<file path="src/rtl/dac_cfg_pkg.sv">
// dac_cfg_pkg: offsets, field positions and reset values of the DAC register bank
// assumes byte-wide registers reached by a serial host through a parallel register port
`default_nettype none
package dac_cfg_pkg;
  // ----------------------------------------------------------------
  // register offsets
  // ----------------------------------------------------------------
  localparam logic [6:0] reserved_zero_addr = 7'h00;
  localparam logic [6:0] reset_powerdown_control_addr = 7'h01;
  localparam logic [6:0] sample_clock_output_control_addr = 7'h02;
  localparam logic [6:0] data_clock_input_control_addr = 7'h03;
  localparam logic [6:0] data_port_control_addr = 7'h04;
  localparam logic [6:0] synchronizer_phase_control_addr = 7'h05;
  localparam logic [6:0] phase_comparator_status_addr = 7'h06;
  localparam logic [6:0] linearization_control_addr = 7'h07;
  localparam logic [6:0] linearization_voltage_limits_addr = 7'h08;
  // ----------------------------------------------------------------
  // writable-bit masks (reserved and read-only bits stay zero)
  // ----------------------------------------------------------------
  localparam logic [7:0] reset_powerdown_control_mask = 8'h07;
  localparam logic [7:0] sample_clock_output_control_mask = 8'hF1;
  localparam logic [7:0] data_clock_input_control_mask = 8'h75;
  localparam logic [7:0] data_port_control_mask = 8'h0F;
  localparam logic [7:0] synchronizer_phase_control_mask = 8'h07;
  localparam logic [7:0] linearization_control_mask = 8'h0F;
  localparam logic [7:0] linearization_voltage_limits_mask = 8'hFF;
  // ----------------------------------------------------------------
  // reset values
  // ----------------------------------------------------------------
  localparam logic [7:0] zero_reset = 8'h00;
  localparam logic [7:0] linearization_voltage_limits_reset = 8'h08;
  // ----------------------------------------------------------------
  // field positions
  // ----------------------------------------------------------------
  localparam int soft_reset_bit_pos = 0;
  localparam int core_powerdown_pos = 1;
  localparam int whole_chip_powerdown_pos = 2;
  localparam int resolution_indicator_lsb = 4;
  localparam int sample_clock_rx_off_pos = 0;
  localparam int sample_clock_present_pos = 1;
  localparam int divided_clock_out_off_pos = 4;
  localparam int divided_clock_ratio_pos = 5;
  localparam int divided_clock_drive_sel_pos = 6;
  localparam int divided_clock_term_on_pos = 7;
  localparam int data_clock_rx_on_pos = 0;
  localparam int data_clock_present_pos = 1;
  localparam int data_clock_quadrature_pos = 2;
  localparam int data_clock_delay_lsb = 4;
  localparam int port_a_rx_on_pos = 0;
  localparam int port_b_rx_on_pos = 1;
  localparam int single_port_select_pos = 2;
  localparam int data_enable_pos = 3;
  localparam int sync_phase_value_lsb = 0;
  localparam int sync_manual_select_pos = 2;
  localparam int linearizer_off_pos = 0;
  localparam int linearizer_gain_lsb = 1;
  localparam int linearizer_vmax_lsb = 0;
  localparam int linearizer_vmin_lsb = 4;
  // ----------------------------------------------------------------
  // data path
  // ----------------------------------------------------------------
  localparam logic [15:0] mid_scale_code = 16'h8000;
endpackage
`default_nettype wire

</file>
<file path="src/rtl/dac_config_register_bank.sv">
// dac_config_register_bank: configuration and status registers 0x00..linearization_voltage_limits of the DAC
// assumes a serial front end that hands over single-cycle byte reads and writes on mclk
`default_nettype none
module dac_config_register_bank #(
  parameter logic [1:0] build_variant = 2'h2 // value is arbitrary, names no real variant
) (
  input wire logic mclk,
  input wire logic nrst,
  // register port
  input wire logic reg_write,
  input wire logic reg_read,
  input wire logic [6:0] reg_addr,
  input wire logic [7:0] reg_wdata,
  output logic [7:0] reg_rdata,
  // status sources from analog or other clock domains
  input wire logic powerdown_pin_n,
  input wire logic sample_clock_present,
  input wire logic data_clock_present,
  input wire logic [7:0] phase_compare_bits,
  input wire logic [1:0] auto_sync_phase,
  // sample path
  input wire logic [15:0] sample_in,
  output logic [15:0] sample_out,
  // controls
  output logic core_powerdown,
  output logic whole_chip_powerdown,
  output logic sample_clock_rx_off,
  output logic divided_clock_out_off,
  output logic divided_clock_ratio,
  output logic divided_clock_drive_sel,
  output logic divided_clock_term_on,
  output logic data_clock_rx_on,
  output logic data_clock_quadrature,
  output logic [2:0] data_clock_delay,
  output logic port_a_rx_on,
  output logic port_b_rx_on,
  output logic single_port_select,
  output logic data_enable,
  output logic sync_manual_select,
  output logic [1:0] sync_phase_value,
  output logic linearizer_off,
  output logic [2:0] linearizer_gain,
  output logic [3:0] linearizer_vmax,
  output logic [3:0] linearizer_vmin
);
  // ----------------------------------------------------------------
  // input synchronisers
  // ----------------------------------------------------------------
  // async status lines pass two flops; first stage read only by second
  logic [13:0] sync_meta;
  logic [13:0] sync_out;
  always_ff @(posedge mclk or negedge nrst) begin
    if (!nrst) begin
      sync_meta <= 14'h0000;
      sync_out <= 14'h0000;
    end else begin
      sync_meta <= {auto_sync_phase, phase_compare_bits, data_clock_present,
                    sample_clock_present, powerdown_pin_n, 1'b0};
      sync_out <= sync_meta;
    end
  end
  logic pin_up_s;
  logic sample_clock_present_s;
  logic dck_ok_s;
  logic [7:0] phase_s;
  logic [1:0] auto_phase_s;
  assign pin_up_s = sync_out[1];
  assign sample_clock_present_s = sync_out[2];
  assign dck_ok_s = sync_out[3];
  assign phase_s = sync_out[11:4];
  assign auto_phase_s = sync_out[13:12];

  // ----------------------------------------------------------------
  // storage
  // ----------------------------------------------------------------
  logic [7:0] ctrl_reg;
  logic [7:0] clk_reg;
  logic [7:0] dck_reg;
  logic [7:0] port_reg;
  logic [7:0] sync_reg;
  logic [7:0] lin_reg;
  logic [7:0] lim_reg;
  logic soft_reset;
  // soft reset synchronously reloads the reset values (zero, limits 0x08); the bit self-clears as part of it
  assign soft_reset = reg_write && (reg_addr == dac_cfg_pkg::reset_powerdown_control_addr)
                      && reg_wdata[dac_cfg_pkg::soft_reset_bit_pos];

  always_ff @(posedge mclk or negedge nrst) begin
    if (!nrst) begin
      ctrl_reg <= dac_cfg_pkg::zero_reset;
      clk_reg <= dac_cfg_pkg::zero_reset;
      dck_reg <= dac_cfg_pkg::zero_reset;
      port_reg <= dac_cfg_pkg::zero_reset;
      sync_reg <= dac_cfg_pkg::zero_reset;
      lin_reg <= dac_cfg_pkg::zero_reset;
      lim_reg <= dac_cfg_pkg::linearization_voltage_limits_reset;
    end else if (soft_reset) begin
      ctrl_reg <= dac_cfg_pkg::zero_reset;
      clk_reg <= dac_cfg_pkg::zero_reset;
      dck_reg <= dac_cfg_pkg::zero_reset;
      port_reg <= dac_cfg_pkg::zero_reset;
      sync_reg <= dac_cfg_pkg::zero_reset;
      lin_reg <= dac_cfg_pkg::zero_reset;
      lim_reg <= dac_cfg_pkg::linearization_voltage_limits_reset;
    end else if (reg_write) begin
      // masks drop read-only and reserved bits on write
      unique case (reg_addr)
        dac_cfg_pkg::reset_powerdown_control_addr: begin
          ctrl_reg <= reg_wdata & dac_cfg_pkg::reset_powerdown_control_mask;
        end
        dac_cfg_pkg::sample_clock_output_control_addr: begin
          clk_reg <= reg_wdata & dac_cfg_pkg::sample_clock_output_control_mask;
        end
        dac_cfg_pkg::data_clock_input_control_addr: begin
          dck_reg <= reg_wdata & dac_cfg_pkg::data_clock_input_control_mask;
        end
        dac_cfg_pkg::data_port_control_addr: begin
          port_reg <= reg_wdata & dac_cfg_pkg::data_port_control_mask;
        end
        dac_cfg_pkg::synchronizer_phase_control_addr: begin
          sync_reg <= reg_wdata & dac_cfg_pkg::synchronizer_phase_control_mask;
        end
        dac_cfg_pkg::linearization_control_addr: begin
          lin_reg <= reg_wdata & dac_cfg_pkg::linearization_control_mask;
        end
        dac_cfg_pkg::linearization_voltage_limits_addr: begin
          lim_reg <= reg_wdata & dac_cfg_pkg::linearization_voltage_limits_mask;
        end
        default: begin
          // reserved or read-only address: write ignored
          lim_reg <= lim_reg;
        end
      endcase
    end else if (!sync_reg[dac_cfg_pkg::sync_manual_select_pos]) begin
      // automatic mode tracks the synchroniser's own choice
      sync_reg[1:0] <= auto_phase_s;
    end
  end

  // ----------------------------------------------------------------
  // control outputs
  // ----------------------------------------------------------------
  assign core_powerdown = ctrl_reg[dac_cfg_pkg::core_powerdown_pos];
  assign whole_chip_powerdown = ctrl_reg[dac_cfg_pkg::whole_chip_powerdown_pos];
  assign sample_clock_rx_off = clk_reg[dac_cfg_pkg::sample_clock_rx_off_pos];
  assign divided_clock_out_off = clk_reg[dac_cfg_pkg::divided_clock_out_off_pos];
  assign divided_clock_ratio = clk_reg[dac_cfg_pkg::divided_clock_ratio_pos];
  assign divided_clock_drive_sel = clk_reg[dac_cfg_pkg::divided_clock_drive_sel_pos];
  assign divided_clock_term_on = clk_reg[dac_cfg_pkg::divided_clock_term_on_pos];
  assign data_clock_rx_on = dck_reg[dac_cfg_pkg::data_clock_rx_on_pos];
  assign data_clock_quadrature = dck_reg[dac_cfg_pkg::data_clock_quadrature_pos];
  assign data_clock_delay = dck_reg[dac_cfg_pkg::data_clock_delay_lsb +: 3];
  assign port_a_rx_on = port_reg[dac_cfg_pkg::port_a_rx_on_pos];
  assign port_b_rx_on = port_reg[dac_cfg_pkg::port_b_rx_on_pos];
  assign single_port_select = port_reg[dac_cfg_pkg::single_port_select_pos];
  assign data_enable = port_reg[dac_cfg_pkg::data_enable_pos];
  assign sync_manual_select = sync_reg[dac_cfg_pkg::sync_manual_select_pos];
  assign sync_phase_value = sync_reg[dac_cfg_pkg::sync_phase_value_lsb +: 2];
  assign linearizer_off = lin_reg[dac_cfg_pkg::linearizer_off_pos];
  assign linearizer_gain = lin_reg[dac_cfg_pkg::linearizer_gain_lsb +: 3];
  assign linearizer_vmax = lim_reg[dac_cfg_pkg::linearizer_vmax_lsb +: 4];
  assign linearizer_vmin = lim_reg[dac_cfg_pkg::linearizer_vmin_lsb +: 4];

  // ----------------------------------------------------------------
  // sample gate
  // ----------------------------------------------------------------
  // host must hold off data enable until the synchroniser settles
  always_ff @(posedge mclk or negedge nrst) begin
    if (!nrst) begin
      sample_out <= dac_cfg_pkg::mid_scale_code;
    end else if (data_enable) begin
      sample_out <= sample_in;
    end else begin
      sample_out <= dac_cfg_pkg::mid_scale_code;
    end
  end

  // ----------------------------------------------------------------
  // read mux
  // ----------------------------------------------------------------
  logic [1:0] res_view;
  assign res_view = (pin_up_s && !whole_chip_powerdown) ? build_variant : 2'h0;

  always_ff @(posedge mclk or negedge nrst) begin
    if (!nrst) begin
      reg_rdata <= 8'h00;
    end else if (reg_read) begin
      unique case (reg_addr)
        dac_cfg_pkg::reset_powerdown_control_addr: begin
          reg_rdata <= {2'h0, res_view, 1'b0, ctrl_reg[2:0]};
        end
        dac_cfg_pkg::sample_clock_output_control_addr: begin
          reg_rdata <= {clk_reg[7:4], 2'h0, sample_clock_present_s, clk_reg[0]};
        end
        dac_cfg_pkg::data_clock_input_control_addr: begin
          reg_rdata <= {1'b0, dck_reg[6:4], 1'b0, dck_reg[2], dck_ok_s, dck_reg[0]};
        end
        dac_cfg_pkg::data_port_control_addr: begin
          reg_rdata <= port_reg;
        end
        dac_cfg_pkg::synchronizer_phase_control_addr: begin
          reg_rdata <= sync_reg;
        end
        dac_cfg_pkg::phase_comparator_status_addr: begin
          reg_rdata <= phase_s;
        end
        dac_cfg_pkg::linearization_control_addr: begin
          reg_rdata <= lin_reg;
        end
        dac_cfg_pkg::linearization_voltage_limits_addr: begin
          reg_rdata <= lim_reg;
        end
        default: begin
          reg_rdata <= 8'h00;
        end
      endcase
    end
  end
endmodule
`default_nettype wire

</file>
<file path="config.mk">
export PLATFORM = sky130hd
export DESIGN_NAME = dac_config_register_bank
export DESIGN_NICKNAME = d
export VERILOG_FILES = /design/src/rtl/dac_cfg_pkg.sv /design/src/rtl/dac_config_register_bank.sv
export SDC_FILE = /design/constraint.sdc
export NUM_CORES = 1
export LEC_CHECK = 0
export ABC_CLOCK_PERIOD_IN_PS = 1200
export BUFFER_PORTS_ARGS = -buffer_cell sky130_fd_sc_hd__buf_2
export CAP_MARGIN = 40
export CORE_MARGIN = 5
export CORE_UTILIZATION = 46
export CTS_CLUSTER_SIZE = 16
export DETAILED_ROUTE_END_ITERATION = 12
export PLACE_DENSITY = 0.75
export SYNTH_ARGS = -nofsm -noshare
export SYNTH_HDL_FRONTEND = slang
export SYNTH_SLANG_ARGS = --single-unit
</file>
<file path="constraint.sdc">
create_clock -name mclk -period 1.2 [get_ports mclk]
set_clock_uncertainty 0.05 [all_clocks]
set_input_delay 0.18 -clock mclk [delete_from_list [all_inputs] [get_ports mclk]]
set_output_delay 0.18 -clock mclk [all_outputs]
set_load 0.1 [all_outputs]
</file>
==> results.txt, run 1 <==
GRT met1 Usage: 32.9%
# DRC: 0
Total power draw: 7.69 mW
Actual transition at the worst max-transition pin: 531 ps
Arrival time of the worst setup path: 1800 ps
Die Span X: 96.9 um
Register containing the most flip-flops in the final layout: sample_out
FP Rows: 31
Mean number of vias per cell: 6.29
Number of vias in the routed layout: 3,936
Busiest metal layer after global routing: met2
Combined flip-flop and latch cell area: 2120 um2
Leading cell types in the layout, fill and taps excluded: sky130_fd_sc_hd__buf_4, sky130_fd_sc_hd__buf_12, sky130_fd_sc_hd__dfrtp_1
Worst IR Drop VDD: 1130 uV
Launch instance of the worst min-delay path: reg_wdata[7]
Number of I/O port buffers: 102
Chip height: 96.9 um
Part of the total power dissipated in the clock network: 24.8%
Clock buffer depth: 2
Reg-to-Reg End: reg_rdata[2]
Simple logic cell fraction of the synthesized area: 17.0%
Max-cap viol count: 0
Synthesis-to-finish area growth: 95.2%
Maximum number of pins on one net before global-route repair: 35
Top cells by area, synth: sky130_fd_sc_hd__dfrtp_1, sky130_fd_sc_hd__mux2i_1, sky130_fd_sc_hd__and2_1, sky130_fd_sc_hd__a21oi_1, sky130_fd_sc_hd__nor2_1
RSZ-0062 raised after global routing: true
Clock slew seen by the registers of the worst setup and hold paths: 80 ps
Routed length per placed instance: 27.1 um
Leakage: 3.00 nW
Worst R2R Start: lin_reg[2]
CTS H-tree depth: 3
Place WS: -391 ps
Fraction of post-synthesis cell area in the top cell type by area: 57.6%
Initial antenna violation count: 0
Yosys warnings: 0
Async S/R FF share, synth: 100%
Grt ovf: 0
Fraction of power spent switching nets: 37.5%
Post-synth cell types: 51
Cell count after synthesis: 296
FMAX: 625 MHz
Routing usage on met3: 8.27%
Number of placed I/O pins: 103
Commonest non-fill, non-tap cell in the layout: sky130_fd_sc_hd__buf_4
Layout filler cell count: 225
Final count of negative-setup-slack endpoints: 77
Placeable Area: 7290 um2
Final weighted congestion of routability-driven global placement: 0.881
Status: finished with violations
Complex-gate fraction of the synthesized area: 10.2%
CTS Buf Count: 9
Path depth of the worst reg2reg path: 4
Sequential cell area fraction in the yosys report: 59.1%
Root buf cell: sky130_fd_sc_hd__clkbuf_8
Portion of total power attributed to sequential cells: 40.5%
Launching element type of the critical path: register
Diodes inserted: 0
Summed instance area of the synthesized netlist: 3470 um2
Overall Global Routing Usage: 28.5%
Net Count, Synth: 344
Power density over the cells: 1130 nW/um2
Ratio of cells with drive above 1 in the final layout: 63.0%
Placed instance area: 5540 um2
Violations in the final reports: negative setup slack
Cell area after layout: 6780 um2
WHS Endpoint: lim_reg[7]
Wirelength, routed: 17.0 mm
Logic gate share of total power: 34.6%
Number of flops mapped to enable cells by yosys: 0
Antenna viol nets, final: 0
Initial core utilization: 47.6%
Adder-cell share of the synthesized area: 0%
Slack of the worst reg-to-reg path: -400 ps
Critical path origin: lin_reg[2]
First-iteration detailed-routing DRC count: 366
Largest driver fanout on the critical path: 2
Capturing element type of the critical path: register
Clock sink count: 82
Number of endpoints with negative hold slack in the final report: 0
Worst endpoint required time: 1400 ps
Wire length of the first global-routing pass: 20.9 mm
Final #Nets: 570
Kind of path behind the tightest hold check: input pin to register
Worst relative slew slack: 64.3%
Final Critical Period: 1600 ps
Worst setup path class: register to register
Mean instance size in the synthesized netlist: 11.7 um2
TritonCTS clock tree: done
Final slew viol count: 0
Post-detailed-placement half-perimeter wirelength: 7.74 mm
Crit path setup slack, layout: -401 ps
Largest registers ranked by flip-flop count: sample_out: 16 flops, sync_meta: 13 flops, sync_out: 13 flops
Flip-flop cell with the highest count after synthesis: sky130_fd_sc_hd__dfrtp_1
Net Sw Power: 2.89 mW
Global-route track usage on met2: 47.0%
Internal power component: 4.81 mW
Area of the die: 9390 um2
Number of global-route vias before repair: 3,805
Worst Hold Depth: 3
Cell taking the most area after synthesis: sky130_fd_sc_hd__dfrtp_1
Mux cell area share after synthesis: 9.15%
Number of synthesized register bits: 82
Utilization after layout: 93.0%
Clock Latency Late Sink: 370 ps
Largest family of logic cells by synthesized area: simple AND/OR/NAND/NOR gates
Area of the multi-input gates: 1690 um2
Max FFs per register: 16
First drt pass iteration count: 5
Share of the clock period used by the worst path: 133%
Xor/xnor cell area share of the yosys netlist: 0%
worst max-delay path by stage:
stage,end,slack [ps]
after floorplan,reg_rdata[2],-470
after global placement,reg_rdata[2],-370
after detailed placement,reg_rdata[2],-390
after CTS,reg_rdata[2],-350
after global routing,reg_rdata[2],-430
final,reg_rdata[2],-400
synthesized netlist by cell type (3+ instances only):
cell                       number
sky130_fd_sc_hd__buf_2         10
sky130_fd_sc_hd__a211oi_1       4
sky130_fd_sc_hd__nand3b_1       4
sky130_fd_sc_hd__and2_1        17
sky130_fd_sc_hd__a21oi_1       18
sky130_fd_sc_hd__dfrtp_1       80
sky130_fd_sc_hd__o22ai_1        4
sky130_fd_sc_hd__a41oi_1        4
sky130_fd_sc_hd__mux2i_1       25
sky130_fd_sc_hd__nor3_1         5
sky130_fd_sc_hd__clkbuf_1       5
sky130_fd_sc_hd__buf_4          3
sky130_fd_sc_hd__nand3_1       10
sky130_fd_sc_hd__mux2_2         4
sky130_fd_sc_hd__nor2b_1        8
sky130_fd_sc_hd__a22oi_1        3
sky130_fd_sc_hd__nor3b_1        3
sky130_fd_sc_hd__inv_1         11
sky130_fd_sc_hd__nor2_1        20
sky130_fd_sc_hd__nand2_1       12
sky130_fd_sc_hd__o21ai_0        4
sky130_fd_sc_hd__nand4_1        6
stage by stage:
stage,instances,hold slack (ps),setup TNS (ps)
6_report,626,74.4,-7000
4_1_cts,606,42.9,-3480
5_1_grt,626,65.2,-8560
2_1_floorplan,296,-166,-7270
3_5_place_dp,542,33.6,-12820
3_3_place_gp,542,31.8,-11400
layout make-up:
class	count	share of cell area, %
clock buffers	9	1.83
inverters	11	0.609
flip-flops and latches	82	31.3
clock inverters	7	0.775
repair buffers	234	38.8
multi-input cells	184	24.9
well taps	99	1.83
power by group through the flow:
stage / logic (mW) / clock network [mW] / registers [mW]
2_1_floorplan: 0.326 / 0 / 3.97
3_3_place_gp: 2.11 / 0 / 3.14
3_5_place_dp: 2.15 / 0 / 3.14
4_1_cts: 2.36 / 1.84 / 3.09
5_1_grt: 2.73 / 2.07 / 3.13
6_report: 2.66 / 1.91 / 3.12
repair_timing:
action	CTS	global route
pin swaps	2	19
setup buffers	20	20
cloned	0	4
hold endpoints to repair	109	0
hold buffers	30	0
gates resized for setup	24	78
endpoints found under the setup margin	45	87
cells by family (layout without fill, tap and decap cells):
| group | after synthesis | in the layout |
|---|---|---|
| simple gates | 100 | 101 |
| flops | 82 | 82 |
| compound gates | 53 | 53 |
| buf+inv | 31 | 261 |
| mux | 30 | 30 |
metal layers:
| metal | share of wire [%] | wire length [um] | vias up |
|---|---|---|---|
| met4 | 7.9 | 1340 | 0 |
| met3 | 10 | 1690 | 122 |
| met2 | 48 | 8150 | 383 |
| met1 | 34 | 5790 | 1925 |
| li1 | - | - | 1506 |
| met5 | 0 | 0 | - |
critical path: stages, from the launching register on:
cell                      delay [ps]
sky130_fd_sc_hd__dfrtp_4         490
sky130_fd_sc_hd__mux4_2          490
sky130_fd_sc_hd__a22o_1          220
sky130_fd_sc_hd__a22oi_2         140
sky130_fd_sc_hd__o22ai_1          80
Note: power is estimated with default switching activity, not from simulation.
==> inputs of run 2 (changes only) <==
--- a/config.mk
+++ b/config.mk
@@ -5,14 +5,15 @@
 export SDC_FILE = /design/constraint.sdc
 export NUM_CORES = 1
 export LEC_CHECK = 0
-export ABC_CLOCK_PERIOD_IN_PS = 1200
+export ABC_CLOCK_PERIOD_IN_PS = 1650
 export BUFFER_PORTS_ARGS = -buffer_cell sky130_fd_sc_hd__buf_2
 export CAP_MARGIN = 40
 export CORE_MARGIN = 5
-export CORE_UTILIZATION = 46
+export CORE_UTILIZATION = 51
 export CTS_CLUSTER_SIZE = 16
 export DETAILED_ROUTE_END_ITERATION = 12
-export PLACE_DENSITY = 0.75
+export MAX_ROUTING_LAYER = met4
+export PLACE_DENSITY = 0.79
 export SYNTH_ARGS = -nofsm -noshare
 export SYNTH_HDL_FRONTEND = slang
 export SYNTH_SLANG_ARGS = --single-unit
==> constraint.sdc (replaced) <==
create_clock -name mclk -period 1.65 [get_ports mclk]
set_clock_uncertainty 0.05 [all_clocks]
set_input_delay 0.2475 -clock mclk [delete_from_list [all_inputs] [get_ports mclk]]
set_output_delay 0.2475 -clock mclk [all_outputs]
set_load 0.1 [all_outputs]
==> run 2 against run 1 <==
  * Global-route usage fell by 4.9 points
  * The flow now finishes without violations
  * Non-clock buffer count fell by 91
  * Via count fell by 28%
  * Clock-buffer cell count rose by 1
  * Combinational power fell by 56%
  * Final cell count fell by 18%
  * Critical path depth fell by 3
  * First-iteration DRC count fell by 49%
  * Register-to-register slack improved by 500 ps
  * Sequential cell count did not move
==> results.txt, run 2 (synthesis results as in run 1) <==
Clock buffer depth: 2 (unchanged)
Clock Latency Late Sink: 350 ps (-20 ps)
Max FFs per register: 16 (unchanged)
TNS Setup: 0 ps (+7000 ps)
Share of the clock period used by the worst path: 95.6%
Worst endpoint required time: 1350 ps (-50 ps)
Maximum number of pins on one net before global-route repair: 36 (+2.9%)
Clock slew seen by the registers of the worst setup and hold paths: 80 ps (about the same)
Max-cap viol count: 0 (unchanged)
Initial core utilization: 51.7% (+4.1 points)
Initial antenna violation count: 0 (unchanged)
Actual transition at the worst max-transition pin: 502 ps (-28.9 ps)
Final slew viol count: 0 (unchanged)
Cell with the biggest individual delay on the critical path: sky130_fd_sc_hd__dfstp_2
Final weighted congestion of routability-driven global placement: 0.953 (+8.3%)
Capturing element type of the critical path: primary output
Final #Nets: 478 (-16%)
Largest registers ranked by flip-flop count: sample_out: 16 flops, sync_meta: 13 flops, sync_out: 13 flops
Buffering stage count on the worst path with inverters included: 1 (+1)
Largest driver fanout on the critical path: 1 (-1)
Launching element type of the critical path: register
Power density over the cells: 1080 nW/um2 (-4.7%)
Mean number of vias per cell: 5.52 (-12%)
Number of I/O port buffers: 102 (unchanged)
Worst setup path class: register to primary output
Antenna viol nets, final: 0 (unchanged)
Kind of path behind the tightest hold check: input pin to register
TritonCTS clock tree: done
Routed length per placed instance: 18.2 um (-33%)
Ratio of cells with drive above 1 in the final layout: 38.9% (-24 points)
Number of global-route vias before repair: 2,978 (-22%)
Post-detailed-placement half-perimeter wirelength: 6.93 mm (-10%)
Cells traversed along the worst timing path: buf_2
Final count of negative-setup-slack endpoints: 0 (-100%)
CTS H-tree depth: 3 (unchanged)
Total power draw: 4.97 mW (-35%)
Synthesis-to-finish area growth: 32.3%
First drt pass iteration count: 4 (-1)
Worst IR Drop VDD: 664 uV (-41%)
Clock sink count: 82 (unchanged)
FP Rows: 30 (-3.2%)
Wire length of the first global-routing pass: 15.3 mm (-27%)
Chip height: 92.5 um (-4.5%)
Number of placed I/O pins: 103 (unchanged)
FMAX: 634 MHz
Top Family by Delay on Critical Path: flip-flops
Number of endpoints with negative hold slack in the final report: 0 (unchanged)
Placeable Area: 6720 um2 (-7.9%)
Wirelength, routed: 9.38 mm (-45%)
First-iteration detailed-routing DRC count: 186 (-49%)
Routing usage on met3: 6.09% (-2.2 points)
# DRC: 0 (unchanged)
Leading cell types in the layout, fill and taps excluded: sky130_fd_sc_hd__buf_2, sky130_fd_sc_hd__dfrtp_1, sky130_fd_sc_hd__buf_4
Delay of the slowest cell on the worst path: 520 ps (+30 ps)
# Post-CTS Setup Buffers: 0 (-100%)
Commonest non-fill, non-tap cell in the layout: sky130_fd_sc_hd__buf_2
Arrival time of the worst setup path: 1280 ps (-520 ps)
Busiest metal layer after global routing: met2
Register containing the most flip-flops in the final layout: sample_out
Status: finished, final reports clean
Grt ovf: 0 (unchanged)
Final Critical Period: 1580 ps
Area of the die: 8560 um2 (-8.8%)
Global-route track usage on met2: 36.6% (-10 points)
Slack of the worst reg-to-reg path: 100 ps (+500 ps)
Die Span X: 92.5 um (-4.5%)
Worst relative slew slack: 66.8% (+2.5 points)
Number of vias in the routed layout: 2,843 (-28%)
CTS Buf Count: 9 (unchanged)
GRT met1 Usage: 30.3% (-2.5 points)
RSZ-0062 raised after global routing: false
Diodes inserted: 0 (unchanged)
Overall Global Routing Usage: 23.7% (-4.9 points)
Utilization after layout: 68.4% (-25 points)
Leakage: 2.40 nW (-20%)
Root buf cell: sky130_fd_sc_hd__clkbuf_8
[run 2: stage by stage]
step / area [um2] / std cells / hold slack [ps] / setup WS, ps
3_5_place_dp: 4230 / 485 / 138 / -53.2
6_report: 4600 / 515 / 40.8 / 72.2
2_1_floorplan: 3480 / 296 / -98.1 / -26.3
5_1_grt: 4600 / 515 / 38.9 / 18.7
3_3_place_gp: 4230 / 485 / 137 / -88.8
4_1_cts: 4600 / 515 / 26.3 / 49.1
[run 2: cell type report]
class,count,area [um2]
clock buffer,10,128
clock inverter,6,91.3
fill,503,2120
inverter,11,41.3
multi-input combinational,183,1260
sequential,82,2060
tap,80,100
timing repair buffer,143,911
[run 2: what timing repair did]
action | CTS | global route
setup endpoints to repair | 2 | 0
hold buffers | 14 | 0
hold endpoints to repair | 36 | 0
gates resized for setup | 2 | 0
[run 2: metal layers]
metal  wire [um]  part of all wire (%)  up-vias
li1            -                     -     1319
met5           0                     0        -
met3         643                   6.9       18
met4         202                   2.2        0
met2        4640                    50      115
met1        3890                    41     1391
[run 2: final timing paths]
path | startpoint | endpoint | cells past startpoint
max | sample_out[15] | sample_out[15] | 1
min | sample_in[15] | sample_out[15] | 2
max reg2reg | lin_reg[2] | reg_rdata[2] | 4
min reg2reg | sync_meta[8] | sync_out[8] | 0
max in group asynchronous | nrst | sample_out[15] | 3
min in group asynchronous | nrst | sync_out[9] | 2
[run 2: where the power goes]
group | total, mW | leakage (nW) | internal (mW) | switching [mW]
clock | 1.59 | 0.110 | 0.858 | 0.735
combinational | 1.16 | 1.24 | 0.256 | 0.904
sequential | 2.22 | 1.05 | 2.13 | 0.0853
